==> src/design/opac_defs.vh <==
// Register offsets, field positions and reset values of the output port block
`ifndef OPAC_DEFS_VH
`define OPAC_DEFS_VH

// ============================================================
// Register offsets
`define OPAC_ADDR_W          4
`define OPAC_OFS_AUX_CTRL    4'h4
`define OPAC_OFS_IN_CHANGE   4'h4
`define OPAC_OFS_INT_STATUS  4'h5
`define OPAC_OFS_INT_MASK    4'h6
`define OPAC_OFS_OUT_SELECT  4'hD
`define OPAC_OFS_BIT_SETTER  4'hE
`define OPAC_OFS_BIT_CLEARER 4'hF
`define OPAC_OFS_LATCH_VIEW  4'hC

// ============================================================
// Field positions
`define OPAC_AUX_BAUD_SET    7
`define OPAC_AUX_CT_HI       6
`define OPAC_AUX_CT_LO       4
`define OPAC_AUX_TIMER_BIT   6
`define OPAC_ISR_IN_CHANGE   7
`define OPAC_ISR_CT_READY    3

// ============================================================
// Reset values and timing counts
`define OPAC_RST_BYTE        8'h00
`define OPAC_PRESCALE_DIV    16
`define OPAC_CT_RELOAD       16'h0010

`endif

==> src/design/opac_port.v <==
// Output latch, auxiliary control, input change detection and interrupt logic
//
// The address-and-strobe port is this design's own decision.
`timescale 1ns/10ps
`include "opac_defs.vh"
// ============================================================
// Function
// Writing the setter register forces latch bits high where written bits are one.
// Writing the clearer register forces latch bits low where written bits are one.
// Each output pin drives the inverse of its latch bit.
// Auxiliary bit 7 picks one of two baud rate sets for both channels.
// Auxiliary codes 000-011 select counter mode with four listed clock sources.
// Auxiliary codes 100-111 select timer mode with four listed clock sources.
// Timer mode yields a square wave, not a single terminal count event.
// Auxiliary bits 3 to 0 enable change interrupts for inputs 3 to 0.
// An enabled input change sets interrupt status bit 7.
// Status bit 7 raises the interrupt only while mask bit 7 is one.
// A change on a disabled input leaves status bit 7 untouched.
// Output select register may switch pins 7 to 2 to other signals.
// Inputs set change flags; reading the change register clears them and bit 7.
// Active low interrupt asserts when any status bit and its mask bit are one.
module opac_port #(
    parameter CT_DIV = `OPAC_PRESCALE_DIV
) (
    input  wire        core_clk_in,
    input  wire        nrst_in,
    input  wire [3:0]  addr_in,
    input  wire [7:0]  wdata_in,
    input  wire        wr_in,
    input  wire        rd_in,
    output reg  [7:0]  rdata_out,
    input  wire [3:0]  general_input_pins_in,
    input  wire        chan_a_tx_bit_clock_in,
    input  wire        chan_b_tx_bit_clock_in,
    input  wire        crystal_clock_input_in,
    input  wire [6:0]  other_status_in,
    input  wire [5:0]  alt_pin_src_in,
    output reg  [7:0]  general_output_pins_out,
    output reg  [7:0]  general_output_oe_out,
    output reg         baud_set_sel_out,
    output reg         ct_output_out,
    output reg         interrupt_out_n_out
);

// ============================================================
// Register file
reg  [7:0]  output_latch_q;
reg  [7:0]  auxiliary_control_q;
reg  [7:0]  interrupt_mask_q;
reg  [7:0]  output_select_config_q;
reg  [3:0]  cos_flag_q;
reg         in_change_q;
reg         ct_ready_q;

// Strobes decode straight from the bus; unmapped offsets fall through
wire        wr_set   = wr_in && (addr_in == `OPAC_OFS_BIT_SETTER);
wire        wr_clr   = wr_in && (addr_in == `OPAC_OFS_BIT_CLEARER);
wire        wr_aux   = wr_in && (addr_in == `OPAC_OFS_AUX_CTRL);
wire        wr_mask  = wr_in && (addr_in == `OPAC_OFS_INT_MASK);
wire        wr_osel  = wr_in && (addr_in == `OPAC_OFS_OUT_SELECT);
wire        rd_chg   = rd_in && (addr_in == `OPAC_OFS_IN_CHANGE);
wire        wr_isr   = wr_in && (addr_in == `OPAC_OFS_INT_STATUS);

always @(posedge core_clk_in or negedge nrst_in) begin
    if (!nrst_in) begin
        output_latch_q <= `OPAC_RST_BYTE;
    end else begin
        // Both may never coincide: strobes address one register at a time
        if (wr_set) begin
            output_latch_q <= output_latch_q | wdata_in;
        end else if (wr_clr) begin
            output_latch_q <= output_latch_q & ~wdata_in;
        end
    end
end

always @(posedge core_clk_in or negedge nrst_in) begin
    if (!nrst_in) begin
        auxiliary_control_q    <= `OPAC_RST_BYTE;
        interrupt_mask_q       <= `OPAC_RST_BYTE;
        output_select_config_q <= `OPAC_RST_BYTE;
    end else begin
        if (wr_aux) begin
            auxiliary_control_q <= wdata_in;
        end
        if (wr_mask) begin
            interrupt_mask_q <= wdata_in;
        end
        if (wr_osel) begin
            output_select_config_q <= wdata_in;
        end
    end
end

// ============================================================
// Input synchronisers, three stages, change once stages two and three agree
reg  [3:0]  ip_s1_q;
reg  [3:0]  ip_s2_q;
reg  [3:0]  ip_s3_q;
reg  [3:0]  ip_stable_q;

reg  [2:0]  clk_s1_q;
reg  [2:0]  clk_s2_q;
reg  [2:0]  clk_s3_q;
reg  [2:0]  clk_stable_q;
wire [2:0]  clk_raw = {crystal_clock_input_in, chan_b_tx_bit_clock_in,
                       chan_a_tx_bit_clock_in};
wire [3:0]  ip_agree = ~(ip_s2_q ^ ip_s3_q);
wire [2:0]  clk_agree = ~(clk_s2_q ^ clk_s3_q);
wire [3:0]  ip_next = (ip_agree & ip_s3_q) | (~ip_agree & ip_stable_q);
wire [3:0]  ip_change = ip_next ^ ip_stable_q;
wire [2:0]  clk_next = (clk_agree & clk_s3_q) | (~clk_agree & clk_stable_q);
wire [2:0]  clk_rise = clk_next & ~clk_stable_q;

always @(posedge core_clk_in or negedge nrst_in) begin
    if (!nrst_in) begin
        ip_s1_q     <= 4'h0;
        ip_s2_q     <= 4'h0;
        ip_s3_q     <= 4'h0;
        ip_stable_q <= 4'h0;
    end else begin
        ip_s1_q     <= general_input_pins_in;
        ip_s2_q     <= ip_s1_q;
        ip_s3_q     <= ip_s2_q;
        ip_stable_q <= ip_next;
    end
end

// Clock inputs are level sampled, so they must run well below a quarter of the core rate
always @(posedge core_clk_in or negedge nrst_in) begin
    if (!nrst_in) begin
        clk_s1_q     <= 3'h0;
        clk_s2_q     <= 3'h0;
        clk_s3_q     <= 3'h0;
        clk_stable_q <= 3'h0;
    end else begin
        clk_s1_q     <= clk_raw;
        clk_s2_q     <= clk_s1_q;
        clk_s3_q     <= clk_s2_q;
        clk_stable_q <= clk_next;
    end
end

// ============================================================
// Change flags and input change status; a new event wins over the read clear
wire        cos_enabled = |(ip_change & auxiliary_control_q[3:0]);

always @(posedge core_clk_in or negedge nrst_in) begin
    if (!nrst_in) begin
        cos_flag_q <= 4'h0;
    end else begin
        cos_flag_q <= (rd_chg ? 4'h0 : cos_flag_q) | ip_change;
    end
end

always @(posedge core_clk_in or negedge nrst_in) begin
    if (!nrst_in) begin
        in_change_q <= 1'b0;
    end else if (cos_enabled) begin
        in_change_q <= 1'b1;
    end else if (rd_chg) begin
        in_change_q <= 1'b0;
    end
end

// ============================================================
// Counter/timer clock source and mode
wire [2:0]  ct_code  = auxiliary_control_q[`OPAC_AUX_CT_HI:`OPAC_AUX_CT_LO];
wire        ct_timer = ct_code[2];
reg  [3:0]  ip2_pre_q;
reg  [3:0]  xtal_pre_q;
reg         ct_tick;

wire        ip2_rise = ip_next[2] & ~ip_stable_q[2];
wire        ip2_div  = ip2_rise && ({28'h0000000, ip2_pre_q} == CT_DIV - 1);
wire        xtal_div = clk_rise[2] && ({28'h0000000, xtal_pre_q} == CT_DIV - 1);

// Prescalers count source edges, not core cycles, so the divide is exact
always @(posedge core_clk_in or negedge nrst_in) begin
    if (!nrst_in) begin
        ip2_pre_q <= 4'h0;
    end else if (ip2_rise) begin
        ip2_pre_q <= ip2_div ? 4'h0 : ip2_pre_q + 4'h1;
    end
end

always @(posedge core_clk_in or negedge nrst_in) begin
    if (!nrst_in) begin
        xtal_pre_q <= 4'h0;
    end else if (clk_rise[2]) begin
        xtal_pre_q <= xtal_div ? 4'h0 : xtal_pre_q + 4'h1;
    end
end

always @* begin
    case (ct_code)
        3'h0: ct_tick = ip2_rise;
        3'h1: ct_tick = clk_rise[0];
        3'h2: ct_tick = clk_rise[1];
        3'h3: ct_tick = xtal_div;
        3'h4: ct_tick = ip2_rise;
        3'h5: ct_tick = ip2_div;
        3'h6: ct_tick = clk_rise[2];
        3'h7: ct_tick = xtal_div;
        default: ct_tick = 1'b0;
    endcase
end

// Counter keeps a fixed reload; the preload registers are outside this block
reg  [15:0] ct_count_q;
reg         ct_wave_q;
reg         ct_done_q;
wire        ct_zero = (ct_count_q == 16'h0000);

// Timer reloads at zero, counter parks at zero until the next control write
always @(posedge core_clk_in or negedge nrst_in) begin
    if (!nrst_in) begin
        ct_count_q <= `OPAC_CT_RELOAD;
    end else if (wr_aux) begin
        ct_count_q <= `OPAC_CT_RELOAD;
    end else if (ct_tick && !ct_zero) begin
        ct_count_q <= ct_count_q - 16'h0001;
    end else if (ct_tick && ct_timer) begin
        ct_count_q <= `OPAC_CT_RELOAD;
    end
end

always @(posedge core_clk_in or negedge nrst_in) begin
    if (!nrst_in) begin
        ct_wave_q <= 1'b1;
    end else if (wr_aux) begin
        ct_wave_q <= 1'b1;
    end else if (ct_tick && ct_zero && ct_timer) begin
        ct_wave_q <= ~ct_wave_q;
    end
end

always @(posedge core_clk_in or negedge nrst_in) begin
    if (!nrst_in) begin
        ct_done_q <= 1'b0;
    end else if (wr_aux) begin
        ct_done_q <= 1'b0;
    end else if (ct_tick && ct_zero && !ct_timer) begin
        ct_done_q <= 1'b1;
    end
end

// A terminal count in the same cycle as a software clear keeps the flag set
always @(posedge core_clk_in or negedge nrst_in) begin
    if (!nrst_in) begin
        ct_ready_q <= 1'b0;
    end else if (ct_tick && ct_zero && (!ct_timer || !ct_wave_q)) begin
        ct_ready_q <= 1'b1;
    end else if (wr_isr && wdata_in[`OPAC_ISR_CT_READY]) begin
        ct_ready_q <= 1'b0;
    end
end

// ============================================================
// Interrupt status and pins
// Bit 3 is the local counter ready flag and bit 7 the local input change status; the other lanes come from the channels
wire [7:0]  int_status = {in_change_q,
                          other_status_in[6:4],
                          ct_ready_q,
                          other_status_in[2:0]};
wire        ct_pin = ct_timer ? ct_wave_q : ~ct_done_q;
reg  [7:0]  pin_d;
reg  [7:0]  oe_d;

always @* begin
    pin_d = ~output_latch_q;
    oe_d  = 8'hFF;
    // Interrupt style selections behave as open drain: drive low only
    if (output_select_config_q[7]) begin
        pin_d[7] = 1'b0;
        oe_d[7]  = int_status[4];
    end
    if (output_select_config_q[6]) begin
        pin_d[6] = 1'b0;
        oe_d[6]  = int_status[0];
    end
    if (output_select_config_q[5]) begin
        pin_d[5] = 1'b0;
        oe_d[5]  = int_status[5];
    end
    if (output_select_config_q[4]) begin
        pin_d[4] = 1'b0;
        oe_d[4]  = int_status[1];
    end
    case (output_select_config_q[3:2])
        2'h1: begin
            pin_d[3] = 1'b0;
            oe_d[3]  = ~ct_pin;
        end
        2'h2: pin_d[3] = alt_pin_src_in[0];
        2'h3: pin_d[3] = alt_pin_src_in[1];
        default: pin_d[3] = ~output_latch_q[3];
    endcase
    case (output_select_config_q[1:0])
        2'h1: pin_d[2] = alt_pin_src_in[2];
        2'h2: pin_d[2] = alt_pin_src_in[3];
        2'h3: pin_d[2] = alt_pin_src_in[4];
        default: pin_d[2] = ~output_latch_q[2];
    endcase
end

// ============================================================
// Read data and registered outputs
reg  [7:0]  rdata_d;

always @* begin
    rdata_d = 8'h00;
    if (rd_in) begin
        case (addr_in)
            `OPAC_OFS_IN_CHANGE:  rdata_d = {cos_flag_q, ip_stable_q};
            `OPAC_OFS_INT_STATUS: rdata_d = int_status;
            `OPAC_OFS_LATCH_VIEW: rdata_d = output_latch_q;
            default:              rdata_d = 8'h00;
        endcase
    end
end

// Pins and enables register together so an open drain lane never glitches
always @(posedge core_clk_in or negedge nrst_in) begin
    if (!nrst_in) begin
        rdata_out               <= 8'h00;
        general_output_pins_out <= 8'hFF;
        general_output_oe_out   <= 8'hFF;
    end else begin
        rdata_out               <= rdata_d;
        general_output_pins_out <= pin_d;
        general_output_oe_out   <= oe_d;
    end
end

always @(posedge core_clk_in or negedge nrst_in) begin
    if (!nrst_in) begin
        baud_set_sel_out    <= 1'b0;
        ct_output_out       <= 1'b1;
        interrupt_out_n_out <= 1'b1;
    end else begin
        baud_set_sel_out    <= auxiliary_control_q[`OPAC_AUX_BAUD_SET];
        ct_output_out       <= ct_pin;
        // Bit 7 masking is one lane of the general mask gate
        interrupt_out_n_out <= ~|(int_status & interrupt_mask_q);
    end
end

endmodule

==> config.mk <==
export PLATFORM = sky130hd
export DESIGN_NAME = opac_port
export DESIGN_NICKNAME = d
export VERILOG_FILES = /design/src/design/opac_port.v
export VERILOG_INCLUDE_DIRS = /design/src /design/src/design
export SDC_FILE = /design/constraint.sdc
export NUM_CORES = 1
export LEC_CHECK = 0
export BUFFER_PORTS_ARGS = -buffer_cell sky130_fd_sc_hd__buf_2
export CELL_PAD_IN_SITES_DETAIL_PLACEMENT = 2
export CELL_PAD_IN_SITES_GLOBAL_PLACEMENT = 2
export CORE_MARGIN = 3
export CORE_UTILIZATION = 35
export DETAILED_ROUTE_END_ITERATION = 10
export PLACE_DENSITY_LB_ADDON = 0.1
export SYNTH_ARGS = -nofsm -noshare
export SYNTH_HDL_FRONTEND = slang
export SYNTH_SLANG_ARGS = --single-unit
==> constraint.sdc <==
create_clock -name core_clk_in -period 2.3 [get_ports core_clk_in]
set_input_delay 0.345 -clock core_clk_in [delete_from_list [all_inputs] [get_ports core_clk_in]]
set_output_delay 0.345 -clock core_clk_in [all_outputs]
set_load 0.02 [all_outputs]
==> results of run 1 <==
[cell type report]
class / count / area (um^2)
inverters: 20 / 75.1
repair buffers: 77 / 473
clock inverters: 10 / 108
clock buffers: 22 / 454
multi-input cells: 288 / 1950
well taps: 180 / 225
fillers: 1445 / 7730
flip-flops and latches: 116 / 2920
[Yosys cell counts (3+ instances only)]
| cell | n |
|---|---|
| dfrtp_1 | 99 |
| nand2_1 | 61 |
| nor2_1 | 41 |
| o21ai_0 | 21 |
| inv_1 | 20 |
| mux2_2 | 20 |
| dfstp_2 | 17 |
| nand4_1 | 15 |
| a21oi_1 | 14 |
| mux2i_1 | 12 |
| nand3_1 | 11 |
| a31oi_1 | 8 |
| nand2b_1 | 8 |
| buf_6 | 7 |
| a22oi_1 | 5 |
| buf_4 | 5 |
| ha_1 | 5 |
| o221ai_1 | 5 |
| buf_2 | 4 |
| maj3_1 | 4 |
| o221ai_2 | 4 |
| a21o_1 | 3 |
| and2_1 | 3 |
| nor2b_1 | 3 |
| nor3_1 | 3 |
| or3_1 | 3 |
[power by group]
part	switching (mW)	total (mW)	internal, mW
Combinational	0.980	1.69	0.712
Sequential	0.421	2.96	2.54
Clock	0.947	2.56	1.61
Total	2.35	7.21	4.86
[worst max-delay path, cell delays in order (launching register included)]
cell	delay, ns
dfrtp_1	0.39
maj3_2	0.36
ha_4	0.17
and4_1	0.20
nand4b_1	0.16
o2111ai_4	0.26
a2bb2oi_4	0.27
o221a_2	0.33
[cells by family after synthesis]
| kind of cell | synth area share |
|---|---|
| other | 0.000748 |
| AO/OA/AOI/OAI | 0.104 |
| AND/OR/NAND/NOR | 0.171 |
| adder cells (fa/ha/maj) | 0.0205 |
| XOR/XNOR | 0.00349 |
| buffers and inverters | 0.0437 |
| multiplexers | 0.0734 |
| flip-flops | 0.583 |
[layer usage]
metal  wire length, um  GRT usage  up-vias
met2              6730      0.297       56
met5                 0          0        -
met3               486     0.0505       18
li1                  -          -     1696
met4               187     0.0568        0
met1              6360      0.254     1944
[sequential cells by signal (all words and copies together) (netlist names), 4 cells and up, named ones only]
register,flops
ip2_pre_q,4
general_output_pins_out,8
rdata_out,8
auxiliary_control_q,8
ct_count_q,16
ip_s3_q,4
ip_stable_q,4
output_select_config_q,8
cos_flag_q,4
ip_s1_q,4
xtal_pre_q,4
ip_s2_q,4
general_output_oe_out,5
interrupt_mask_q,8
[timing repair]
action / in CTS / in global routing
pin swaps: 2 / 5
hold buffers: 1 / 0
endpoints found under the hold margin: 31 / 0
cloned: 1 / 0
setup buffers: 0 / 1
resized for setup: 5 / 6
setup endpoints to repair: 9 / 10
[through the flow]
stage | total power, mW | cells | utilization | setup TNS (ns) | setup WS (ns)
after global placement | 4.46 | 678 | 0.398 | 0 | 0.0807
after floorplan | 4.04 | 441 | - | 0 | 0.188
after detailed placement | 4.61 | 678 | 0.398 | -0.0472 | -0.0266
after CTS | 7.27 | 712 | 0.442 | 0 | 0.0256
after global routing | 7.68 | 713 | 0.446 | -0.0362 | -0.0161
final | 7.21 | 713 | 0.446 | 0 | 0.0720
[worst min path at each step]
stage / to / from / slack [ns]
6_report: ip_s1_q[0] / general_input_pins_in[0] / 0.03
4_1_cts: ip_s1_q[0] / general_input_pins_in[0] / 0.004
2_1_floorplan: async pin / nrst_in / 0.05
5_1_grt: ip_s1_q[1] / general_input_pins_in[1] / 0.005
3_3_place_gp: clk_s2_q[2] / clk_s1_q[2] / 0.33
3_5_place_dp: ip_s2_q[3] / ip_s1_q[3] / 0.34
==> parameters.txt, run 1 <==
Parameter                              Value

STA
  Number of endpoints with negative hold slack in the final report    0
  Period utilisation layout    0.969
  Clock period minus worst slack    2.23 ns
  Setup Viol. Count Final    0
  Post-route worst hold slack    0.0270 ns
  Achievable frequency    0.449 GHz
  Worst clock skew on the final layout    0.00621 ns
  Tightest Pin Transition    0.595 ns
  Slew Limit Headroom    0.602
  Max-slew violation count    0

Routing
  Wire length per cell    19.3 um
  Routed wire length    13800 um
  Number of optimization iterations in the first detailed-route pass    4
  Drt drc    0
  Residual antenna-violating net count after detailed routing    0
  Number of violations reported at the end of detailed-routing iteration 0    146
  Total vias in the final route    3714
  Per-cell via count in the routed design    5.21

Finish
  Final instance area    6210 um^2
  Ratio of cells with drive above 1 in the final layout    0.306
  Number of nets in the finished design    561
  Signed area change from the synthesized netlist to the final layout    23.8%
  ANT cells    0
  Commonest cells after routing, fill and taps aside    99 x dfrtp_1, 61 x nand2_1, 56 x buf_2, 41 x nor2_1, 21 x o21ai_0
  Most common cell after layout, fill and taps aside    dfrtp_1

Die
  Count of standard-cell rows    43
  Floorplan die height    126 um
  Area of the die    15800 um^2
  Width of the die    126 um
  Top-level port count    63
  Initial core utilization    0.360
  Area of the core    13900 um^2

Placement
  Placement Cell Area    5550 um^2
  Number of port buffers    57
  Placer's final routability congestion estimate    0.790
  Final HPWL from detailed placement    9410 um

Clocking
  Number of sinks handled by clock tree synthesis    116
  Latest clock arrival within the worst-skew pair    0.42 ns
  Clk slew on worst S/H paths    0.06 ns
  Number of buffers between clock root and the deepest sink    2
  H-tree depth    4
  TritonCTS clock tree    built
  Number of buffers inserted during clock tree synthesis    17
  Clock tree root driver cell    clkbuf_16

GRT
  GRT overflow    0
  Vias in the first global route    4269
  Initial antenna violation count    0
  GRT Overall Usage    0.188
  First-pass GRT wire length    23300 um
  Pin count of the biggest net entering global routing    52

Worst setup path
  Setup crit start    ip_s3_q[2]
  Nature of the critical path startpoint    register
  Worst r2r path cells    7
  Maximum fanout count along the critical path    8
  Capture point of the critical path    ct_count_q[4]
  Type of the setup path with the least slack    reg2reg
  Crit path capture type    register
  Flop2flop setup slack    0.07 ns
  Data required time at the worst endpoint    2.65 ns
  Arrival time of the worst setup path    2.58 ns
  Endpoint of the worst-slack reg-to-reg timing path    ct_count_q[4]
  Critical R2R Launch    ip_s3_q[2]

Logic synthesis
  Dominant synthesized flop cell    dfrtp_1
  Synth Cell Area    5010 um^2
  Number of synthesized flops with an enable pin    0
  Seq/Total Area, Yosys    0.583
  Largest cells by area after synthesis    dfrtp_1 49%, dfstp_2 8.9%, nand2_1 4.6%
  Fraction of synthesized cell area taken by the top area cell type    0.494
  Distinct cell type count after synthesis    55
  FF+latch count, synth    116
  Synthesized area per cell    11.4 um^2
  Synthesis warning total    0
  Share of synthesized registers carrying an async set or reset    1.00
  Biggest area consumer among synthesized cells    dfrtp_1
  Post-synthesis cell count    439

Run
  Total of max-cap violations    0

Pwr
  VDD IR-drop max    0.537 mV
  Reported leakage power    2.77 nW
  Total power divided by cell area    1160 nW/um^2

Status
  Result of the run    finished clean

Hold path
  Path class of the lowest-slack min-delay path    in2reg
  Instance count along the most critical hold path    1
Note: power is estimated with default switching activity, not from simulation.
==> run 2: changes to the inputs <==
Settings changed: BUFFER_PORTS_ARGS -buffer_cell sky130_fd_sc_hd__buf_2 to -buffer_cell sky130_fd_sc_hd__buf_4.
==> parameters.txt, run 2 (synthesis gave the netlist of run 1 again) <==
Parameter                              Value

Status
  Result of the run    finished clean

Finish
  Final-layout fill cell count    1409 (-2.5%)
  Area of the multi-input gates    1950 um^2 (about the same)
  Most common cell after layout, fill and taps aside    dfrtp_1
  Ratio of cells with drive above 1 in the final layout    0.315 (+0.00879)
  Commonest cells after routing, fill and taps aside    99 x dfrtp_1, 73 x buf_4, 61 x nand2_1, 41 x nor2_1, 21 x o21ai_0
  Register with the most flip-flops    ct_count_q
  Flip-flop count of the largest register after layout    16 (unchanged)
  ANT cells    0 (unchanged)
  Signed area change from the synthesized netlist to the final layout    28.6%
  Number of nets in the finished design    562 (+0.18%)
  Sequential standard cell area    2920 um^2 (unchanged)
  Final instance area    6450 um^2 (+3.9%)

STA
  Setup Viol. Count Final    0 (unchanged)
  Final worst-path setup slack    0.133 ns (+0.0613 ns)
  RSZ-0062 raised after global routing    false
  Period utilisation layout    0.942 (-0.0267)
  Tightest Pin Transition    0.682 ns (+0.0866 ns)
  Number of endpoints with negative hold slack in the final report    0 (unchanged)
  Final-layout setup total negative slack    0 ns (unchanged)
  Worst clock skew on the final layout    0.00813 ns (+0.00192 ns)
  Slew Limit Headroom    0.541 (-0.0617)
  Clock period minus worst slack    2.17 ns (-0.0613 ns)
  Max-slew violation count    0 (unchanged)
  Achievable frequency    0.462 GHz (+2.8%)

Routing
  Detailed-route wire length on metal 1    6200 um (-2.5%)
  Drt drc    0 (unchanged)
  Highest layer used for signal routing    met4
  Met3 WL post-DR    456 um (-6.2%)
  Number of optimization iterations in the first detailed-route pass    5 (+1)
  Residual antenna-violating net count after detailed routing    0 (unchanged)
  Total vias in the final route    3740 (+0.70%)
  Wire length per cell    20.1 um (+4.0%)
  Number of violations reported at the end of detailed-routing iteration 0    208 (+42%)
  Per-cell via count in the routed design    5.24 (+0.56%)
  Routed wire length    14300 um (+4.2%)
  Routed met2 length    7460 um (+11%)

Pwr
  Total power divided by cell area    1190 nW/um^2 (+2.3%)
  Clock power frac    0.371 (+0.016)
  Power share of the combinational group    0.240 (+0.005)
  Reported leakage power    2.86 nW (+3.3%)
  Total net switching power    2.43 mW (+3.5%)
  Cell Int Power    5.23 mW (+7.6%)
  Total power    7.66 mW (+6.3%)
  VDD IR-drop max    0.623 mV (+16%)
  Switching part of the total    0.317 (-0.00850)
  Power share of the sequential group    0.389 (-0.022)

Die
  Width of the die    126 um (unchanged)
  Count of standard-cell rows    43 (unchanged)
  Floorplan die height    126 um (unchanged)
  Area of the die    15800 um^2 (unchanged)
  Area of the core    13900 um^2 (unchanged)
  Initial core utilization    0.360 (unchanged)
  Top-level port count    63 (unchanged)

GRT
  Pin count of the biggest net entering global routing    51 (-1.9%)
  Vias in the first global route    4290 (+0.49%)
  Initial antenna violation count    0 (unchanged)
  First-pass GRT wire length    23600 um (+1.4%)
  GRT overflow    0 (unchanged)
  GRT Overall Usage    0.193 (+0.00503)

Clocking
  Number of sinks handled by clock tree synthesis    116 (unchanged)
  Clock tree root driver cell    clkbuf_16
  TritonCTS clock tree    built
  Number of buffers inserted during clock tree synthesis    17 (unchanged)
  Number of buffers between clock root and the deepest sink    2 (unchanged)
  H-tree depth    4 (unchanged)
  Clk slew on worst S/H paths    0.06 ns (about the same)
  Latest clock arrival within the worst-skew pair    0.42 ns (about the same)

Placement
  Placer's final routability congestion estimate    0.728 (-7.9%)
  Placement Cell Area    5670 um^2 (+2.2%)
  Setup Slack @ Placement    -0.0208 ns (+0.00580 ns)
  Final HPWL from detailed placement    9500 um (+0.95%)
  Number of port buffers    57 (unchanged)

Worst setup path
  Crit path capture type    register
  Data required time at the worst endpoint    2.65 ns (about the same)
  Arrival time of the worst setup path    2.52 ns (-0.06 ns)
  Type of the setup path with the least slack    reg2reg
  Number of buffer and inverter stages on the critical path    1 (+1)
  Largest delay share family, worst path    compound AO/OA/AOI/OAI gates
  Largest stage delay, worst path    0.38 ns (about the same)
  Critical path cell sequence    maj3_2, ha_2, nor3b_1, a31oi_2, o2111ai_4, buf_12, a2bb2oi_4, o221a_2
  Critical path's slowest cell    dfrtp_1
  Nature of the critical path startpoint    register
  Maximum fanout count along the critical path    8 (unchanged)

Run
  Total of max-cap violations    0 (unchanged)

Hold path
  Path class of the lowest-slack min-delay path    in2reg
## run 2: timing repair
| item | 4_1_cts | 5_1_grt |
|---|---|---|
| hold buffers | 1 | 0 |
| pin swaps | 2 | 2 |
| endpoints found under the hold margin | 30 | 0 |
| endpoints found under the setup margin | 11 | 16 |
| buffers inserted | 0 | 2 |
| gates resized for setup | 7 | 5 |
| gates cloned | 1 | 1 |
## run 2: path summary, 6_finish.rpt
kind,start,end,slack [ns],cells after the start
min in group asynchronous,nrst_in,output_select_config_q[5],0.43,2
worst max-delay path,ip_s2_q[2],ct_count_q[4],0.13,8
max in group asynchronous,nrst_in,general_output_oe_out[7],1.13,3
worst min register to register,ip_s1_q[0],ip_s2_q[0],0.35,0
worst max register to register,ip_s2_q[2],ct_count_q[4],0.13,8
worst min-delay path,general_input_pins_in[0],ip_s1_q[0],0.02,1
## run 2: area by class of cell
cell class | instances | share of cell area
sequential | 116 | 0.453
multi-input combinational | 288 | 0.302
timing repair buffer | 78 | 0.0997
clock buffer | 19 | 0.0702
tap | 180 | 0.0349
clock inverter | 13 | 0.0281
inverter | 20 | 0.0116
## run 2: power by group through the flow
stage	logic [mW]	registers (mW)	clock network, mW
2_1_floorplan	1.08	2.96	0
3_3_place_gp	1.57	2.94	0
3_5_place_dp	1.66	2.99	0
4_1_cts	1.76	2.97	2.91
5_1_grt	2.05	3.06	3.01
6_report	1.84	2.98	2.84
## run 2: worst reg2reg max path: cells and delay by family (launching register included)
family	cells	cell delay [ns]
buffers and inverters	1	0.18
adder cells (fa/ha/maj)	2	0.52
flip-flops	1	0.38
AO/OA/AOI/OAI	4	0.88
AND/OR/NAND/NOR	1	0.14
## run 2: stage by stage
| stage | std cells | hold WS, ns | utilization |
|---|---|---|---|
| after floorplan | 441 | 0.0494 | - |
| after global placement | 677 | 0.332 | 0.407 |
| after detailed placement | 677 | 0.337 | 0.407 |
| after CTS | 711 | 0.00590 | 0.457 |
| after global routing | 714 | 0.00811 | 0.463 |
| final | 714 | 0.0245 | 0.463 |
## run 2: routing by layer
layer	up-vias	GRT usage
met3	15	0.0483
met1	1955	0.238
li1	1714	-
met5	-	0
met2	56	0.327
met4	0	0.0714
==> run 3: changes to the inputs <==
Clock period 2.3 ns to 2.07 ns, I/O delays scaled along.
==> parameters.txt, run 3 (synthesis gave the netlist of run 1 again) <==
Parameter                              Value

Pwr
  Total power    8.36 mW (+9.2%)
  VDD IR-drop max    0.571 mV (-8.4%)
  Total power divided by cell area    1270 nW/um^2 (+7.0%)
  Power share of the combinational group    0.262 (+0.022)
  Total net switching power    2.63 mW (+8.3%)
  Clock power frac    0.346 (-0.025)
  Reported leakage power    2.93 nW (+2.5%)
  Power share of the sequential group    0.392 (+0.003)
  Switching part of the total    0.314 (-0.00285)
  Cell Int Power    5.74 mW (+9.7%)

STA
  Max-slew violation count    0 (unchanged)
  Slew Limit Headroom    0.533 (-0.00722)
  Final worst-path setup slack    -0.113 ns (-0.246 ns)
  Worst clock skew on the final layout    0.00965 ns (+0.00152 ns)
  Period utilisation layout    1.05 (+0.112)
  Number of endpoints with negative hold slack in the final report    0 (unchanged)
  Post-route worst hold slack    0.118 ns (+0.0933 ns)
  Clock period minus worst slack    2.18 ns (+0.0160 ns)
  Setup Viol. Count Final    16 (+16)
  Tightest Pin Transition    0.692 ns (+0.0107 ns)
  RSZ-0062 raised after global routing    true
  Achievable frequency    0.458 GHz (-0.73%)

Worst setup path
  Data required time at the worst endpoint    2.35 ns (-0.30 ns)
  Largest delay share family, worst path    compound AO/OA/AOI/OAI gates
  Type of the setup path with the least slack    reg2reg
  Crit path capture type    register
  Number of buffer and inverter stages on the critical path    2 (+1)
  Flop2flop setup slack    -0.11 ns (-0.25 ns)
  Arrival time of the worst setup path    2.47 ns (-0.05 ns)
  Nature of the critical path startpoint    register
  Maximum fanout count along the critical path    16 (+8)
  Critical path cell sequence    maj3_2, ha_4, nor3b_4, a31oi_2, o2111ai_4, buf_4, buf_12, a31oi_1, a31oi_1
  Setup crit start    ip_s2_q[2]
  Cell occurring most often along the worst timing path    a31oi_1
  Critical R2R Launch    ip_s2_q[2]
  Critical path's slowest cell    dfrtp_1
  Largest stage delay, worst path    0.40 ns (+0.02 ns)

Clocking
  Number of buffers inserted during clock tree synthesis    17 (unchanged)
  Latest clock arrival within the worst-skew pair    0.42 ns (about the same)
  Number of sinks handled by clock tree synthesis    116 (unchanged)
  Clock tree root driver cell    clkbuf_16
  Number of buffers between clock root and the deepest sink    2 (unchanged)
  Clk slew on worst S/H paths    0.05 ns (about the same)
  TritonCTS clock tree    built
  H-tree depth    4 (unchanged)

Placement
  Final HPWL from detailed placement    9410 um (-0.98%)
  Placement Cell Area    5760 um^2 (+1.6%)
  Placer's final routability congestion estimate    0.718 (-1.4%)
  Number of port buffers    57 (unchanged)

GRT
  Initial antenna violation count    0 (unchanged)
  First-pass GRT wire length    22900 um (-3.0%)
  GRT Overall Usage    0.186 (-0.00670)
  Vias in the first global route    4282 (-0.19%)
  GRT overflow    0 (unchanged)
  Pin count of the biggest net entering global routing    48 (-5.9%)

Finish
  Ratio of cells with drive above 1 in the final layout    0.322 (+0.00721)
  Register with the most flip-flops    ct_count_q
  Number of nets in the finished design    578 (+2.8%)
  Commonest cells after routing, fill and taps aside    99 x dfrtp_1, 80 x buf_4, 61 x nand2_1, 41 x nor2_1, 21 x o21ai_0
  Area of the multi-input gates    1980 um^2 (+1.6%)
  Most common cell after layout, fill and taps aside    dfrtp_1
  Final-layout fill cell count    1389 (-1.4%)
  Final core utilization    0.473 (+0.00970)
  Signed area change from the synthesized netlist to the final layout    31.3%
  Final instance area    6590 um^2 (+2.1%)
  Flip-flop count of the largest register after layout    16 (unchanged)
  Sequential standard cell area    2920 um^2 (unchanged)
  ANT cells    0 (unchanged)

Routing
  Residual antenna-violating net count after detailed routing    0 (unchanged)
  Routed wire length    13800 um (-3.9%)
  Number of violations reported at the end of detailed-routing iteration 0    138 (-34%)
  Total vias in the final route    3715 (-0.67%)
  Number of optimization iterations in the first detailed-route pass    4 (-1)
  Drt drc    0 (unchanged)
  Per-cell via count in the routed design    5.09 (-2.8%)
  Wire length per cell    18.9 um (-6.0%)

Hold path
  Path class of the lowest-slack min-delay path    in2reg
  Start point of the worst min-delay path    other_status_in[1]

Die
  Initial core utilization    0.360 (unchanged)
  Count of standard-cell rows    43 (unchanged)
  Floorplan die height    126 um (unchanged)
  Top-level port count    63 (unchanged)
  Width of the die    126 um (unchanged)
  Area of the die    15800 um^2 (unchanged)
  Area of the core    13900 um^2 (unchanged)

Status
  Violations in the final reports    setup timing
  Result of the run    finished, violations left

Run
  Total of max-cap violations    0 (unchanged)
run 3: cell count changes in the layout (fill, tap and decap cells not counted), sizes merged:
cell	before	now
dlygate4sd3	1	8
clkbuf	20	23
clkinvlp	2	1
buf	76	86
clkinv	7	6
bufinv	4	2
run 3: per-stage QoR:
step	std cells	TNS, ns	worst slack (ns)
floorplan	441	0	0.00679
global route	730	-2.79	-0.199
CTS	727	-0.960	-0.0783
finish	730	-1.27	-0.113
detailed placement	684	-2.16	-0.211
global placement	684	-0.497	-0.107
run 3: area by class of cell:
| class | instances | area share |
|---|---|---|
| sequential | 116 | 0.444 |
| multi-input combinational | 288 | 0.301 |
| timing repair buffer | 94 | 0.120 |
| clock buffer | 23 | 0.0741 |
| tap | 180 | 0.0342 |
| clock inverter | 9 | 0.0154 |
| inverter | 20 | 0.0114 |
run 3: routing by layer:
layer / GRT usage / routed length [um]
met1: 0.235 / 6230
met2: 0.305 / 6870
met3: 0.0564 / 492
met4: 0.0631 / 201
met5: 0 / 0
run 3: worst paths after layout:
check	end	cells after the start
max in group asynchronous	general_output_oe_out[6]	3
worst max register to register	ct_count_q[6]	9
worst min-delay path	general_output_oe_out[4]	2
min in group asynchronous	xtal_pre_q[3]	2
worst max-delay path	ct_count_q[6]	9
worst min register to register	clk_s2_q[1]	0
run 3: power groups by stage:
stage | Clock [mW] | Combinational, mW | Sequential [mW]
finish | 2.89 | 2.19 | 3.28
CTS | 2.97 | 2.13 | 3.26
floorplan | 0 | 1.20 | 3.29
detailed placement | 0 | 2.01 | 3.29
global placement | 0 | 1.90 | 3.25
global route | 3.10 | 2.43 | 3.37
run 3: repair_timing:
item	CTS	global route
endpoints found under the hold margin	37	0
hold buffers	8	0
setup endpoints to repair	16	19
pin swaps	4	8
gates resized for setup	6	10
setup buffers	2	3
cloned	1	0
